===== src/logic/ssli_pkg.sv =====
// Package of constants and types for the sensor settings and indicator block
// Function
// RQ1 - Sensitivity accepts integers 0 to 9; higher favours small targets.
// RQ2 - Indicator has full, simple and off modes; off keeps it dark.
// RQ3 - Initializing cycles green, orange, red, orange, green, dark with printed times.
// RQ4 - Full breathing: blue flashes at 50 percent duty, rate equals respiration rate.
// RQ5 - Full movement tracking: green 0.5 s then blue 0.5 s, repeating.
// RQ6 - Full movement: green 0.5 s then orange 0.5 s, repeating.
// RQ7 - No movement in full or simple: red 0.3 s, dark 4.7 s.
// RQ8 - Simple mode: steady blue breathing, green tracking, orange movement.
// RQ9 - One band bit selects low or high frequency band.
// RQ10 - Noise map controls apply identically to slow and fast maps.
// RQ11 - Stored enabled with valid map: load stored map at start.
// RQ12 - Stored enabled, none valid, default off: build map, save after init.
// RQ13 - Stored map built under a different zone is invalid.
// RQ14 - Stored enabled, none valid, default on: load default map.
// RQ15 - Both off: always build new map, keep stored map untouched.
// RQ16 - Stored off, default on: load default; default off never used.
// RQ17 - Adaptation follows adaptive setting, still suppressed under conditions.
// RQ18 - Defaults: sensitivity 5, full, low band, stored off, default off, adapt on.
// RQ19 - Six states; leaving error needs a profile reload.
// RQ20 - Movement levels valid outside initializing and error.
// RQ21 - Distance, RCS and quality valid in movement, tracking and breathing.
// RQ22 - Respiration data valid only in breathing.
// RQ23 - Fail-safe shows steady white over any mode.
// RQ24 - Pattern timing from clock counter; state or mode change restarts it.
package ssli_pkg;
    localparam int unsigned CLK_HZ = 40000000;
    localparam int unsigned STEP_MS = 100;
    localparam int unsigned STEP_CYC = CLK_HZ / 1000 * STEP_MS;
    localparam logic [3:0] SENS_MAX = 4'h9;
    localparam logic [3:0] SENS_RST = 4'h5;
    localparam logic [1:0] MODE_RST = 2'h0;
    localparam logic BAND_RST = 1'b0;
    localparam logic USE_STORED_RST = 1'b0;
    localparam logic USE_DEFAULT_RST = 1'b0;
    localparam logic ADAPT_RST = 1'b1;
    localparam logic [2:0] INIT_G1 = 3'h2;
    localparam logic [2:0] INIT_O1 = 3'h4;
    localparam logic [2:0] INIT_R = 3'h7;
    localparam logic [2:0] INIT_O2 = 3'h2;
    localparam logic [5:0] INIT_END = 6'h0E;
    localparam logic [5:0] INIT_B1 = 6'h02;
    localparam logic [5:0] INIT_B2 = 6'h04;
    localparam logic [5:0] INIT_B3 = 6'h07;
    localparam logic [5:0] INIT_B4 = 6'h09;
    localparam logic [5:0] INIT_B5 = 6'h0B;
    localparam logic [5:0] HALF_END = 6'h0A;
    localparam logic [5:0] HALF_B = 6'h05;
    localparam logic [5:0] NOMOV_END = 6'h32;
    localparam logic [5:0] NOMOV_B = 6'h03;
    localparam logic [6:0] RPM_MAX = 7'h7F;
    localparam logic [18:0] HALF_MIN_STEPS = 19'h0012C;
    typedef enum logic [2:0] {
        SSLI_NOMOV = 3'b000,
        SSLI_MOV = 3'b001,
        SSLI_TRACK = 3'b010,
        SSLI_BREATH = 3'b011,
        SSLI_INIT = 3'b100,
        SSLI_ERROR = 3'b101
    } ssli_state_t;
    typedef enum logic [1:0] {
        SSLI_FULL = 2'b00,
        SSLI_SIMPLE = 2'b01,
        SSLI_OFF = 2'b10
    } ssli_mode_t;
    typedef enum logic [1:0] {
        SSLI_MAP_BUILD = 2'b00,
        SSLI_MAP_STORED = 2'b01,
        SSLI_MAP_DEFAULT = 2'b10
    } ssli_map_t;
    typedef struct packed {
        logic red;
        logic green;
        logic blue;
    } ssli_rgb_t;
    typedef struct packed {
        logic [3:0] sensitivity;
        logic [1:0] led_mode;
        logic band_high;
        logic use_stored;
        logic use_default;
        logic adaptive;
    } ssli_settings_t;
    typedef struct packed {
        logic movement;
        logic target;
        logic respiration;
    } ssli_valid_t;
endpackage


===== src/logic/ssli_top.sv =====
// Settings register, indicator pattern generator and noise map selection
`timescale 1ns/10ps
module ssli_top (
    input wire logic clock_i,
    input wire logic rst_b_i,
    input wire logic set_we_i,
    input wire ssli_pkg::ssli_settings_t set_data_i,
    input wire logic profile_start_i,
    input wire logic [2:0] state_i,
    input wire logic fail_safe_i,
    input wire logic [6:0] rpm_i,
    input wire logic stored_map_present_i,
    input wire logic [15:0] stored_map_zone_i,
    input wire logic [15:0] zone_cfg_i,
    input wire logic adapt_suppress_i,
    output ssli_pkg::ssli_settings_t settings_o,
    output logic set_reject_o,
    output ssli_pkg::ssli_rgb_t led_o,
    output logic band_high_o,
    output ssli_pkg::ssli_map_t map_src_slow_o,
    output ssli_pkg::ssli_map_t map_src_fast_o,
    output logic map_save_o,
    output logic adapt_en_slow_o,
    output logic adapt_en_fast_o,
    output logic error_hold_o,
    output ssli_pkg::ssli_valid_t valid_o
);
    logic rst_s1_ff;
    logic rst_b_ff;
    always_ff @(posedge clock_i or negedge rst_b_i)
    begin
        if (!rst_b_i)
        begin
            rst_s1_ff <= 1'b0;
            rst_b_ff <= 1'b0;
        end
        else
        begin
            rst_s1_ff <= 1'b1;
            rst_b_ff <= rst_s1_ff;
        end
    end

    // Settings store with range check
    ssli_pkg::ssli_settings_t set_ff;
    wire set_ok = (set_data_i.sensitivity <= ssli_pkg::SENS_MAX) && (set_data_i.led_mode != 2'h3); // [RQ1] [RQ2]
    always_ff @(posedge clock_i or negedge rst_b_ff)
    begin
        if (!rst_b_ff)
        begin
            set_ff <= '{ssli_pkg::SENS_RST, ssli_pkg::MODE_RST, ssli_pkg::BAND_RST,
                        ssli_pkg::USE_STORED_RST, ssli_pkg::USE_DEFAULT_RST, ssli_pkg::ADAPT_RST}; // [RQ18]
            set_reject_o <= 1'b0;
        end
        else
        begin
            if (set_we_i && set_ok)
                set_ff <= set_data_i;
            set_reject_o <= set_we_i && !set_ok;
        end
    end
    assign settings_o = set_ff;
    assign band_high_o = set_ff.band_high; // [RQ9]

    // Operating state and error latch
    wire ssli_pkg::ssli_state_t st = ssli_pkg::ssli_state_t'(state_i);
    logic err_ff;
    always_ff @(posedge clock_i or negedge rst_b_ff)
    begin
        if (!rst_b_ff)
            err_ff <= 1'b0;
        else if (st == ssli_pkg::SSLI_ERROR)
            err_ff <= 1'b1;
        else if (profile_start_i)
            err_ff <= 1'b0; // [RQ19]
    end
    assign error_hold_o = err_ff;

    // Output validity per state
    wire valid_mov = !err_ff && (st == ssli_pkg::SSLI_NOMOV || st == ssli_pkg::SSLI_MOV
                     || st == ssli_pkg::SSLI_TRACK || st == ssli_pkg::SSLI_BREATH); // [RQ20]
    wire valid_tgt = !err_ff && (st == ssli_pkg::SSLI_MOV || st == ssli_pkg::SSLI_TRACK
                     || st == ssli_pkg::SSLI_BREATH); // [RQ21]
    wire valid_rsp = !err_ff && (st == ssli_pkg::SSLI_BREATH); // [RQ22]
    always_ff @(posedge clock_i or negedge rst_b_ff)
    begin
        if (!rst_b_ff)
            valid_o <= '0;
        else
            valid_o <= '{valid_mov, valid_tgt, valid_rsp};
    end

    // Noise map source chosen at profile start, shared by both maps
    wire stored_valid = stored_map_present_i && (stored_map_zone_i == zone_cfg_i); // [RQ13]
    wire ssli_pkg::ssli_map_t nxt_src = (set_ff.use_stored && stored_valid) ? ssli_pkg::SSLI_MAP_STORED // [RQ11]
                     : set_ff.use_default ? ssli_pkg::SSLI_MAP_DEFAULT // [RQ14] [RQ16]
                     : ssli_pkg::SSLI_MAP_BUILD; // [RQ15]
    ssli_pkg::ssli_map_t src_ff;
    logic save_pend_ff;
    logic in_init_ff;
    wire init_done = in_init_ff && (st != ssli_pkg::SSLI_INIT);
    always_ff @(posedge clock_i or negedge rst_b_ff)
    begin
        if (!rst_b_ff)
        begin
            src_ff <= ssli_pkg::SSLI_MAP_BUILD;
            save_pend_ff <= 1'b0;
            in_init_ff <= 1'b0;
            map_save_o <= 1'b0;
        end
        else
        begin
            in_init_ff <= (st == ssli_pkg::SSLI_INIT);
            map_save_o <= init_done && save_pend_ff && !err_ff; // [RQ12]
            if (profile_start_i)
            begin
                src_ff <= nxt_src;
                save_pend_ff <= set_ff.use_stored && !stored_valid && !set_ff.use_default; // [RQ12]
            end
            else if (init_done)
                save_pend_ff <= 1'b0;
        end
    end
    assign map_src_slow_o = src_ff; // [RQ10]
    assign map_src_fast_o = src_ff; // [RQ10]
    wire adapt = set_ff.adaptive && !adapt_suppress_i; // [RQ17]
    assign adapt_en_slow_o = adapt; // [RQ10]
    assign adapt_en_fast_o = adapt;

    // Indicator pattern timing
    logic [21:0] tick_cnt_ff;
    logic [5:0] step_ff;
    logic [18:0] bcnt_ff;
    logic bphase_ff;
    logic [2:0] st_q_ff;
    logic [1:0] mode_q_ff;
    wire restart = (st_q_ff != state_i) || (mode_q_ff != set_ff.led_mode); // [RQ24]
    wire tick = (tick_cnt_ff == 22'(ssli_pkg::STEP_CYC - 1)); // [RQ24]
    wire [5:0] pat_end = (st == ssli_pkg::SSLI_INIT) ? ssli_pkg::INIT_END
                       : (st == ssli_pkg::SSLI_NOMOV) ? ssli_pkg::NOMOV_END : ssli_pkg::HALF_END;
    // Half period of the breathing flash in 0.1 s steps: 300 / rpm
    wire [6:0] rpm_safe = (rpm_i == 7'h00) ? 7'h01 : rpm_i;
    wire [18:0] bhalf = ssli_pkg::HALF_MIN_STEPS / {12'h000, rpm_safe}; // [RQ4]
    always_ff @(posedge clock_i or negedge rst_b_ff)
    begin
        if (!rst_b_ff)
        begin
            tick_cnt_ff <= '0;
            step_ff <= '0;
            bcnt_ff <= '0;
            bphase_ff <= 1'b0;
            st_q_ff <= ssli_pkg::SSLI_INIT;
            mode_q_ff <= ssli_pkg::MODE_RST;
        end
        else
        begin
            st_q_ff <= state_i;
            mode_q_ff <= set_ff.led_mode;
            if (restart || tick)
                tick_cnt_ff <= '0;
            else
                tick_cnt_ff <= tick_cnt_ff + 22'h000001;
            if (restart)
            begin
                step_ff <= '0;
                bcnt_ff <= '0;
                bphase_ff <= 1'b1;
            end
            else if (tick)
            begin
                step_ff <= (step_ff + 6'h01 >= pat_end) ? 6'h00 : step_ff + 6'h01;
                if (bcnt_ff + 19'h00001 >= bhalf)
                begin
                    bcnt_ff <= '0;
                    bphase_ff <= !bphase_ff; // [RQ4]
                end
                else
                    bcnt_ff <= bcnt_ff + 19'h00001;
            end
        end
    end

    // Colour selection
    localparam ssli_pkg::ssli_rgb_t C_OFF = 3'h0;
    localparam ssli_pkg::ssli_rgb_t C_R = 3'h4;
    localparam ssli_pkg::ssli_rgb_t C_G = 3'h2;
    localparam ssli_pkg::ssli_rgb_t C_B = 3'h1;
    localparam ssli_pkg::ssli_rgb_t C_O = 3'h6;
    localparam ssli_pkg::ssli_rgb_t C_W = 3'h7;
    wire simple = (set_ff.led_mode == ssli_pkg::SSLI_SIMPLE);
    wire ssli_pkg::ssli_rgb_t c_init = (step_ff < ssli_pkg::INIT_B1) ? C_G
                       : (step_ff < ssli_pkg::INIT_B2) ? C_O
                       : (step_ff < ssli_pkg::INIT_B3) ? C_R
                       : (step_ff < ssli_pkg::INIT_B4) ? C_O
                       : (step_ff < ssli_pkg::INIT_B5) ? C_G : C_OFF; // [RQ3]
    wire first_half = (step_ff < ssli_pkg::HALF_B);
    wire ssli_pkg::ssli_rgb_t c_track = simple ? C_G : (first_half ? C_G : C_B); // [RQ5] [RQ8]
    wire ssli_pkg::ssli_rgb_t c_mov = simple ? C_O : (first_half ? C_G : C_O); // [RQ6] [RQ8]
    wire ssli_pkg::ssli_rgb_t c_breath = simple ? C_B : (bphase_ff ? C_B : C_OFF); // [RQ4] [RQ8]
    wire ssli_pkg::ssli_rgb_t c_nomov = (step_ff < ssli_pkg::NOMOV_B) ? C_R : C_OFF; // [RQ7]
    wire ssli_pkg::ssli_rgb_t c_state = (st == ssli_pkg::SSLI_INIT) ? c_init
                       : (st == ssli_pkg::SSLI_BREATH) ? c_breath
                       : (st == ssli_pkg::SSLI_TRACK) ? c_track
                       : (st == ssli_pkg::SSLI_MOV) ? c_mov
                       : (st == ssli_pkg::SSLI_NOMOV) ? c_nomov : C_OFF;
    wire ssli_pkg::ssli_rgb_t nxt_led = fail_safe_i ? C_W // [RQ23]
                       : (set_ff.led_mode == ssli_pkg::SSLI_OFF) ? C_OFF : c_state; // [RQ2]
    always_ff @(posedge clock_i or negedge rst_b_ff)
    begin
        if (!rst_b_ff)
            led_o <= C_OFF;
        else
            led_o <= nxt_led;
    end
endmodule


===== config.mk =====
export PLATFORM = sky130hd
export DESIGN_NAME = ssli_top
export DESIGN_NICKNAME = d
export VERILOG_FILES = /design/src/logic/ssli_pkg.sv /design/src/logic/ssli_top.sv
export SDC_FILE = /design/constraint.sdc
export NUM_CORES = 1
export LEC_CHECK = 0
export BUFFER_PORTS_ARGS = -buffer_cell sky130_fd_sc_hd__buf_2
export CAP_MARGIN = 20
export CORE_MARGIN = 2
export CORE_UTILIZATION = 63
export DETAILED_ROUTE_END_ITERATION = 16
export PLACE_DENSITY_LB_ADDON = 0.08
export SKIP_CTS_REPAIR_TIMING = 1
export SYNTH_ARGS = -nofsm -noshare
export SYNTH_HDL_FRONTEND = slang
export SYNTH_SLANG_ARGS = --single-unit

===== constraint.sdc =====
create_clock -name clock_i -period 2.6 [get_ports clock_i]
set_input_delay 0.26 -clock clock_i [delete_from_list [all_inputs] [get_ports clock_i]]
set_output_delay 0.26 -clock clock_i [all_outputs]
set_load 0.05 [all_outputs]

==> results of run 1 <==
## metrics by stage
stage               instances  worst slack (ns)
global placement         2334            -25.67
detailed placement       2334            -28.12
CTS                      2350            -29.06
floorplan                1522            -27.63
## cell families after synthesis
kind of cell,Yosys count,synth area share (%)
XOR/XNOR,128,9.451
flip-flops,78,16.50
AND/OR/NAND/NOR,585,25.84
buffers and inverters,99,3.818
multiplexers,53,5.326
adder cells (fa/ha/maj),118,12.45
AO/OA/AOI/OAI,456,26.56
other,2,0.06331
==> metrics, run 1 <==
outcome=aborted with a tool error; stopping stage=5_1_grt; error message=[ERROR DPL-0038] Utilization greater than 100%, impossible to legalize; CTS Buffer Depth=2; Die X=141.2 um; largest net degree at the start of global routing=between 70 and 80; CTS Sinks=78; Synth cell types=approximately 120; Starting Density=63.85%; FF+latch count, synth=78; H-tree depth=3; CTS Buf Count=9; placed cell areas=16820 um2; Post-synth EDFFs=0; IO Count=between 80 and 90; Cell Area, Synth=11860 um2; ys async rst share=100.0%; Cells after Synth=1519; largest area contributor in the netlist=dfrtp_1; hpwl dp=approximately 37000 um; synth cell count leaders=nand2_1, nor2_1, ha_1; Synth top area share=15.61%; FP Rows=50; Syn. warnings=0; GR repair worst EP=bcnt_ff[16]$_DFFE_PN0N_/D; Die Y=141.2 um; most common cell in the netlist=nand2_1; synth top area cells=dfrtp_1, ha_1, xnor2_1; final RePlAce weighted congestion=0.9567; Avg Cell Area, Syn=7.809 um2; clk root buf=clkbuf_16; post-synthesis sequential area ratio=16.50%; top_reg_cell synth=dfrtp_1; Worst-path end type=register input; IO buf count=84
==> run 2: changes to the inputs <==
--- a/config.mk
+++ b/config.mk
@@ -8,9 +8,9 @@
 export BUFFER_PORTS_ARGS = -buffer_cell sky130_fd_sc_hd__buf_2
 export CAP_MARGIN = 20
 export CORE_MARGIN = 2
-export CORE_UTILIZATION = 63
+export CORE_UTILIZATION = 40
 export DETAILED_ROUTE_END_ITERATION = 16
-export PLACE_DENSITY_LB_ADDON = 0.08
+export PLACE_DENSITY_LB_ADDON = 0.15
 export SKIP_CTS_REPAIR_TIMING = 1
 export SYNTH_ARGS = -nofsm -noshare
 export SYNTH_HDL_FRONTEND = slang
==> run 2 against run 1 <==
The flow now finishes, with violations (negative setup slack). Synthesized area is the same. Synthesized cell count did not move.
==> metrics, run 2 <==
outcome=complete, but fails checks; failing checks=negative setup slack; Setup CP Type=in -> reg; Final Max Slew Viols=0; routed length per instance=14.67 um; number of global-route vias before repair=12995; ys async rst share=100.0% (unchanged); Hold Crit Start=state_i[2]; clk_lat worst skew=0.34 ns; H-tree depth=3 (unchanged); maximum clock rate=0.03460 GHz; final setup skew=0.009940 ns; CTS clk-pin slew, worst paths=~0.06 ns; Starting Density=40.35% (-23 points); FILL cells=2523; Post-synth EDFFs=0 (unchanged); synth cell count leaders=nand2_1, nor2_1, ha_1; Hold Crit Class=in -> reg; most frequent cells in the layout=buf_4, nand2_1, nor2_1, ha_1, buf_2; CTS Buffer Depth=2 (unchanged); GR Util met3=1.572%; routed vias=13718; Worst Max-Slew Pin Slew=~0.60 ns; post-synthesis sequential area ratio=16.50% (unchanged); FP Rows=63 (+26%); Synth cell types=117 (unchanged); DRT Pass-1 Iters=5; first-pass GRT wire length=60640 um; met2 Use GR=around 41%; Crit-path slowest cell=or3_4; # nets final=2366; die area=31050 um2; CTS Buf Count=9 (unchanged); most common cell after layout, fill and taps aside=buf_4; relative slew slack=between 50% and 60%; RSZ-0062 raised after global routing=true; via density per instance=5.309; hpwl dp=29430 um (-20%); share of layout cells above drive strength 1=43.94%; final hold violations=0; grt total ovfl=0; Avg Cell Area, Syn=7.809 um2 (unchanged); critical path launch point=rpm_i[3]; Initial DRC Count=581; CP endpoint kind=flip-flop; Syn. warnings=0 (unchanged); synth top area cells=dfrtp_1, ha_1, xnor2_1; largest area contributor in the netlist=dfrtp_1; Die X=176.2 um (+25%); Hold WS=0.1233 ns; clk root buf=clkbuf_16; CTS Sinks=78 (unchanged); Max Cap Viol=0; startpoint types=primary input; WL final=37910 um; Post-DRT Antenna Nets=0; Final Cycle Share=1112%; Cells after Synth=1519 (unchanged); CP Max Fanout=7; Area Growth Syn to Fin=56.65%; largest net degree at the start of global routing=40; top_reg_cell synth=dfrtp_1; DRC viols=0; gr usage total=between 20 and 25%; final setup fails=20; max FFs per register=22; FF+latch count, synth=78 (unchanged); final RePlAce weighted congestion=0.8837 (-7.6%); CTS tree=done; IO buf count=84 (unchanged); Worst path max stage delay=between 0.4 and 0.5 ns; critical path arrival=a little under 30 ns; grt met1 use=31.21%; Cell Area, Synth=11860 um2 (unchanged); most common cell in the netlist=nand2_1; Synth top area share=15.61% (unchanged); register name with the most flops=tick_cnt_ff; Reg area=1961 um2; IO Count=85 (unchanged); R2R Path Start=bcnt_ff[0]$_DFFE_PN0N_; Die Y=176.2 um (+25%); Min Clock Period, post-route=just under 30 ns; Placeable Area=roughly 29000 um2; GRT busiest layer=met2; ANT cells=0; worst setup margin=-26.31 ns; Worst EP required=2.83 ns; area of the multi-input gates=10490 um2; initial antenna violation count=0
## run 2: cell counts after synthesis
Identical to the previous run, type by type.
## run 2: per-stage QoR
stage               instance area [um2]  util, %  worst slack, ns  instances  TNS, ns
floorplan                         12400        -           -27.63       1522  -551.47
global placement                  17140    58.31           -26.42       2507  -526.59
detailed placement                17140    58.31           -27.28       2507  -543.48
CTS                               17460    59.38           -27.09       2523  -539.61
global route                      18580    63.20           -28.12       2584  -560.96
finish                            18580    63.20           -26.31       2584  -524.56
## run 2: metal layers
| layer | up-vias | wire length, um |
|---|---|---|
| li1 | 6994 | - |
| met1 | 6431 | 17830 |
| met2 | 251 | 18650 |
| met3 | 42 | 944 |
| met4 | 0 | 485 |
| met5 | - | 0 |
## run 2: area by class of cell
cell class / count / area share (%)
repair buffers: 694 / 27.29
well taps: 390 / 2.626
flip-flops and latches: 78 / 10.55
clock buffers: 11 / 1.252
inverters: 60 / 1.387
multi-input cells: 1346 / 56.45
clock inverters: 5 / 0.4444
## run 2: logic make-up after synthesis
| logic type | synth area share [%] |
|---|---|
| xor+xnor | 9.451 |
| other cells | 0.06331 |
| simple gates | 25.84 |
| flops | 16.50 |
| buf+inv | 3.818 |
| fa+ha+maj | 12.45 |
| compound gates | 26.56 |
| mux | 5.326 |
## run 2: path summary, 6_finish.rpt
| path | to | slack (ns) | cells past startpoint |
|---|---|---|---|
| max in group asynchronous | st_q_ff[2]$_DFF_PN1_ | 1.56 | 1 |
| setup reg to reg | bcnt_ff[12]$_DFFE_PN0N_ | -1.12 | 26 |
| hold / removal | st_q_ff[2]$_DFF_PN1_ | 0.12 | 1 |
| setup / recovery | bcnt_ff[12]$_DFFE_PN0N_ | -26.31 | 188 |
| min in group asynchronous | rst_b_ff$_DFF_PN0_ | 0.24 | 2 |
| hold reg to reg | map_src_fast_o[1]$_DFFE_PN0P_ | 0.30 | 0 |
## run 2: critical path: cells and delay by family
kind            cells  cell delay (ns)
compound gates     85            12.64
simple gates       61             7.81
fa+ha+maj          17             4.30
mux                 8             2.22
buf+inv            16             1.68
xor+xnor            1             0.17
Power of run 2 is not shown: default switching activity piles up to over one toggle a cycle in this logic, so the estimate is an artifact.
==> run 3: changes to the inputs <==
--- a/config.mk
+++ b/config.mk
@@ -10,6 +10,7 @@
 export CORE_MARGIN = 2
 export CORE_UTILIZATION = 40
 export DETAILED_ROUTE_END_ITERATION = 16
+export GPL_TIMING_DRIVEN = 0
 export PLACE_DENSITY_LB_ADDON = 0.15
 export SKIP_CTS_REPAIR_TIMING = 1
 export SYNTH_ARGS = -nofsm -noshare
==> constraint.sdc (replaced) <==
create_clock -name clock_i -period 34.1 [get_ports clock_i]
set_input_delay 6.82 -clock clock_i [delete_from_list [all_inputs] [get_ports clock_i]]
set_output_delay 6.82 -clock clock_i [all_outputs]
set_load 0.05 [all_outputs]
==> run 3 against run 2 <==
The run still ends with negative setup slack left. Utilization down 9.6 points. Worst setup slack better by 23 ns. First-iteration DRC count up 9.1%. Non-clock buffer count down 428. Critical path depth up 10. Register-to-register slack better by 32 ns. Clock-buffer cell count down 2. Sequential cell count unchanged. Clock skew down 0.0058 ns. Routed wire length down 14%. Via count down 12%. Critical endpoint is now bcnt_ff[16]$_DFFE_PN0N_.
==> metrics, run 3 (synthesis results as in run 2) <==
CTS Buffer Depth=2 (unchanged); gr usage total=19.72% (-3.4 points); clk root buf=clkbuf_16; Post-Place Setup Slack=-7.555 ns (+19.73 ns); Worst Max-Slew Pin Slew=1.139 ns (+0.5362 ns); Initial DRC Count=634 (+9.1%); max FFs per register=22 (unchanged); Min Clock Period, post-route=37.57 ns; CP Max Fanout=8 (+1); CTS clk-pin slew, worst paths=0.06 ns (about the same); Post-Route Utilization=53.61% (-9.6 points); GRT busiest layer=met2; worst setup margin=-3.468 ns (+22.84 ns); CTS Buf Count=9 (unchanged); grt met1 use=27.61% (-3.6 points); routed length per instance=15.15 um (+3.3%); die area=31050 um2 (unchanged); Post-DRT Antenna Nets=0 (unchanged); FILL cells=2751 (+9.0%); failing checks=negative setup slack; final hold violations=0 (unchanged); CTS tree=done; most common cell after layout, fill and taps aside=buf_4; Area Growth Syn to Fin=32.88%; IO Count=85 (unchanged); Most common cell on crit path=a21oi_2; most frequent cells in the layout=buf_4, nand2_1, nor2_1, ha_1, buf_2; RSZ-0062 raised after global routing=true; first-pass GRT wire length=52160 um (-14%); final RePlAce weighted congestion=0.8056 (-8.8%); H-tree depth=3 (unchanged); GR Util met3=1.378% (-0.19 points); DRC viols=0 (unchanged); Final Cycle Share=110.2%; outcome=complete, but fails checks; Starting Density=40.35% (unchanged); Worst EP required=34.32 ns (+31.49 ns); Placeable Area=29400 um2 (unchanged); final setup fails=20 (unchanged); # nets final=1937 (-18%); Reg2Reg Setup Slack=30.43 ns (+31.55 ns); ANT cells=0 (unchanged); met2 Use GR=33.91% (-7.6 points); hpwl dp=24190 um (-18%); Die X=176.2 um (unchanged); Worst path max stage delay=0.45 ns (+0.02 ns); final setup skew=0.004102 ns (-0.005838 ns); startpoint types=primary input; DRT Pass-1 Iters=5 (unchanged); via density per instance=5.590 (+5.3%); initial antenna violation count=0 (unchanged); Max Cap Viol=0 (unchanged); WL final=32660 um (-14%); Hold Crit Class=reg -> async; Die Y=176.2 um (unchanged); CP endpoint kind=flip-flop; routed vias=12046 (-12%); IO buf count=84 (unchanged); FP Rows=63 (unchanged); clk_lat worst skew=0.34 ns (about the same); share of layout cells above drive strength 1=30.88% (-13 points); largest net degree at the start of global routing=43 (+7.5%); relative slew slack=23.54% (-36 points); Final Max Slew Viols=0 (unchanged); grt total ovfl=0 (unchanged); CTS Sinks=78 (unchanged); Crit-path slowest cell=or3_4; maximum clock rate=0.02662 GHz; register name with the most flops=tick_cnt_ff; critical path arrival=37.79 ns (+8.66 ns); Setup CP Type=in -> reg; number of global-route vias before repair=10943 (-16%)
run 3: cell count changes in the layout (fill, tap and decap cells not counted), moves of 4 or more:
cell        change
clkbuf_1       +12
clkinvlp_4      +5
ha_4            +5
o21ai_4         +4
buf_4         -460
buf_8           +5
ha_1            -6
nor2_2          +5
buf_12          +6
clkbuf_16       +5
run 3: worst max-delay path, delay by kind of cell:
kind,cells,cell delay (ns)
AO/OA/AOI/OAI,91,13.80
AND/OR/NAND/NOR,60,7.75
adder cells (fa/ha/maj),17,4.43
buffers and inverters,21,2.79
multiplexers,8,2.02
XOR/XNOR,1,0.13
run 3: through the flow:
step / area (um2) / hold slack, ns / cells / setup TNS (ns)
finish: 15760 / 0.2877 / 2155 / -68.17
global placement: 13310 / 0.3394 / 1996 / -146.47
global route: 15760 / 0.3427 / 2155 / -104.71
detailed placement: 13340 / 0.3103 / 1997 / -149.86
CTS: 13660 / 0.3152 / 2013 / -145.83
floorplan: 12400 / 0.3312 / 1522 / -52.67
run 3: area by class of cell:
| class | count | area, um2 | area share, % |
|---|---|---|---|
| tap | 390 | 488.0 | 3.096 |
| inverter | 60 | 284.0 | 1.802 |
| timing repair buffer | 230 | 1687 | 10.70 |
| multi-input combinational | 1345 | 10710 | 67.96 |
| sequential | 78 | 1961 | 12.44 |
| clock buffer | 9 | 225.2 | 1.429 |
| clock inverter | 7 | 97.59 | 0.6191 |
| buffer | 36 | 309.0 | 1.961 |
run 3: per-layer routing:
| layer | routed length, um | part of all wire, % | vias up |
|---|---|---|---|
| met5 | 0 | 0 | - |
| met2 | 15360 | 47 | 221 |
| li1 | - | - | 6117 |
| met1 | 16130 | 49 | 5689 |
| met3 | 926 | 2.8 | 19 |
| met4 | 237 | 0.73 | 0 |
run 3: worst paths after layout:
kind / cells past startpoint / startpoint / to
max: 198 / rpm_i[1] / bcnt_ff[16]$_DFFE_PN0N_
min: 0 / rst_b_ff$_DFF_PN0_ / map_src_fast_o[0]$_DFFE_PN0P_
max reg2reg: 22 / bcnt_ff[0]$_DFFE_PN0N_ / bcnt_ff[18]$_DFFE_PN0N_
min reg2reg: 0 / rst_b_ff$_DFF_PN0_ / map_src_fast_o[0]$_DFFE_PN0P_
max in group asynchronous: 1 / rst_b_i / rst_b_ff$_DFF_PN0_
min in group clock_i: 0 / rst_s1_ff$_DFF_PN0_ / rst_b_ff$_DFF_PN0_
Power of run 3 is left out for the same reason.
==> run 4: changes to the inputs <==
--- a/config.mk
+++ b/config.mk
@@ -5,6 +5,7 @@
 export SDC_FILE = /design/constraint.sdc
 export NUM_CORES = 1
 export LEC_CHECK = 0
+export ABC_AREA = 1
 export BUFFER_PORTS_ARGS = -buffer_cell sky130_fd_sc_hd__buf_2
 export CAP_MARGIN = 20
 export CORE_MARGIN = 2
==> constraint.sdc (replaced) <==
create_clock -name clock_i -period 45.2 [get_ports clock_i]
set_input_delay 9.04 -clock clock_i [delete_from_list [all_inputs] [get_ports clock_i]]
set_output_delay 9.04 -clock clock_i [all_outputs]
set_load 0.05 [all_outputs]
==> run 4 against run 3 <==
The flow now finishes without violations. Die area increased by 2.0%. First-iteration DRC count fell by 2.7%. Utilization shrank 8.6 points. Non-clock buffer count fell by 147. Worst setup slack better by 7.2 ns. Sequential share of layout area rose by 2.2 points. Synthesized cell count up 25%. Cell area is 15% lower. Synthesized area increased by 2.1%. Sequential cell count did not move. Register-to-register slack better by 10 ns. Hold slack got worse by 0.049 ns.
==> metrics, run 4 <==
outcome=complete, no violations; clk root buf=clkbuf_16; final RePlAce weighted congestion=0.8906 (+11%); area of the multi-input gates=8859 um2 (-17%); FILL cells=3097 (+13%); Synth top area share=15.29% (-0.32 points); routed length per instance=12.83 um (-15%); synth top area cells=dfrtp_1, nand2_1, ha_1; routed vias=12048 (+0.017%); Hold WS=0.2386 ns (-0.04913 ns); critical path arrival=41.67 ns (+3.88 ns); Initial DRC Count=617 (-2.7%); placed cell areas=13060 um2 (-2.1%); Post-Route Utilization=44.98% (-8.6 points); R2R Path Start=bcnt_ff[0]$_DFFE_PN0N_; final hold violations=0 (unchanged); post-synthesis sequential area ratio=16.16% (-0.33 points); synth cell count leaders=nand2_1, inv_1, nor2_1; Final Cycle Share=around nine tenths; hpwl dp=25140 um (+3.9%); most common cell after layout, fill and taps aside=nand2_1; DRT Pass-1 Iters=6 (+1); ANT cells=0 (unchanged); startpoint types=primary input; maximum clock rate=0.02412 GHz; CTS clk-pin slew, worst paths=0.07 ns (about the same); via density per instance=5.047 (-9.7%); WL final=30630 um (-6.2%); # nets final=2169 (+12%); Area Growth Syn to Fin=10.40%; IO Count=85 (unchanged); top_reg_cell synth=dfrtp_1; FP Rows=63 (unchanged); CTS Buffer Depth=2 (unchanged); Worst Max-Slew Pin Slew=0.9036 ns (-0.2356 ns); Hold Crit Class=reg -> async; final setup skew=0.01374 ns (+0.009635 ns); Worst path max stage delay=0.43 ns (-0.02 ns); relative slew slack=39.69% (+16 points); Worst EP required=45.40 ns (+11.08 ns); register name with the most flops=tick_cnt_ff; Starting Density=40.74% (+0.40 points); DRC viols=0 (unchanged); Post-DRT Antenna Nets=0 (unchanged); Placeable Area=29720 um2 (+1.1%); Setup CP Type=in -> reg; Cell Area, Synth=12110 um2 (+2.1%); Reg2Reg Setup Slack=40.57 ns (+10.14 ns); grt met1 use=26.39% (-1.2 points); met2 Use GR=34.21% (+0.30 points); Post-synth EDFFs=0 (unchanged); Die Y=178.0 um (+1.0%); ys async rst share=100.0% (unchanged); number of global-route vias before repair=11341 (+3.6%); RSZ-0062 raised after global routing=false; R2R depth=23 (+4.5%); Min Clock Period, post-route=41.47 ns; Crit-path slowest cell=nor3_1; Die X=178.0 um (+1.0%); Cells after Synth=1893 (+25%); setup_tns=0 ns (+68.17 ns); Max Cap Viol=0 (unchanged); H-tree depth=3 (unchanged); die area=31680 um2 (+2.0%); largest area contributor in the netlist=dfrtp_1; most common cell in the netlist=nand2_1; Most common cell on crit path=nand2_1; gr usage total=19.56% (-0.16 points); CP endpoint kind=flip-flop; first-pass GRT wire length=52100 um (-0.12%); grt total ovfl=0 (unchanged); Synth cell types=68 (-42%); post-route cell area=13370 um2 (-15%); CTS Buf Count=9 (unchanged); largest net degree at the start of global routing=55 (+28%); clk_lat worst skew=0.34 ns (about the same); FF-to-FF End=bcnt_ff[17]$_DFFE_PN0N_; CTS Sinks=78 (unchanged); Reg area=1961 um2 (unchanged); final setup fails=0 (-100%); share of layout cells above drive strength 1=13.42% (-17 points); CTS tree=done; GR Util met3=2.515% (+1.1 points); max FFs per register=22 (unchanged); initial antenna violation count=0 (unchanged); GRT busiest layer=met2; most frequent cells in the layout=nand2_1, inv_1, nor2_1, nand3_1, ha_1; Syn. warnings=0 (unchanged); CP Max Fanout=15 (+7); FF+latch count, synth=78 (unchanged); Final Max Slew Viols=0 (unchanged); Avg Cell Area, Syn=6.396 um2 (-18%); IO buf count=84 (unchanged)
## run 4: cell count changes after synthesis, moves of 26 or more
| cell | delta |
|---|---|
| nand2b_1 | -38 |
| nand3_1 | +89 |
| nor2_1 | +38 |
| inv_1 | +211 |
| nand2_1 | +285 |
| nand2_2 | +26 |
| nor2b_1 | -34 |
| xor2_1 | +32 |
| a21o_1 | -34 |
| mux2_2 | -26 |
| xnor2_1 | -50 |
| and3_1 | -30 |
## run 4: final cells by class
cell class | count | share of cell area, %
clock inverter | 6 | 0.5148
sequential | 78 | 14.67
clock buffer | 10 | 1.788
tap | 390 | 3.651
inverter | 293 | 8.294
buffer | 34 | 1.460
multi-input combinational | 1491 | 66.27
timing repair buffer | 85 | 3.351
## run 4: cells by family (layout without fill, tap and decap cells)
family / after synthesis / after routing / share of synthesized area [%]
fa+ha+maj: 118 / 118 / 12.19
mux: 5 / 5 / 0.4650
other cells: 2 / 5 / 0.06203
compound gates: 320 / 320 / 15.37
flops: 78 / 78 / 16.16
buf+inv: 327 / 428 / 10.77
xor+xnor: 110 / 110 / 7.957
simple gates: 933 / 933 / 37.03
## run 4: per-layer routing
metal | vias up | routed length, um
li1 | 6427 | -
met1 | 5399 | 15100
met2 | 204 | 14270
met3 | 18 | 1067
met4 | 0 | 185
met5 | - | 0
## run 4: how the worst max path moves through the flow
stage               startpoint                 endpoint  cells past startpoint  slack (ns)
detailed placement    rpm_i[6]  bcnt_ff[16]$_DFFE_PN0N_                    198        3.44
CTS                   rpm_i[5]  bcnt_ff[16]$_DFFE_PN0N_                    198        3.73
global route          rpm_i[6]  bcnt_ff[11]$_DFFE_PN0N_                    200        0.04
global placement      rpm_i[5]  bcnt_ff[17]$_DFFE_PN0N_                    196        3.79
finish                rpm_i[6]  bcnt_ff[17]$_DFFE_PN0N_                    198        3.73
floorplan             rpm_i[1]  bcnt_ff[17]$_DFFE_PN0N_                    197        9.58
## run 4: metrics by stage
step,setup WS [ns],cells
floorplan,9.575,1896
CTS,3.731,2387
finish,3.734,2387
global placement,3.788,2370
detailed placement,3.443,2371
global route,0.04471,2387
## run 4: critical path, delay by kind of cell
kind	cells	cell delay (ns)
compound gates	54	9.36
simple gates	79	10.97
xor+xnor	1	0.14
buf+inv	47	6.87
fa+ha+maj	17	5.17
Power of run 4 is left out for the same reason.
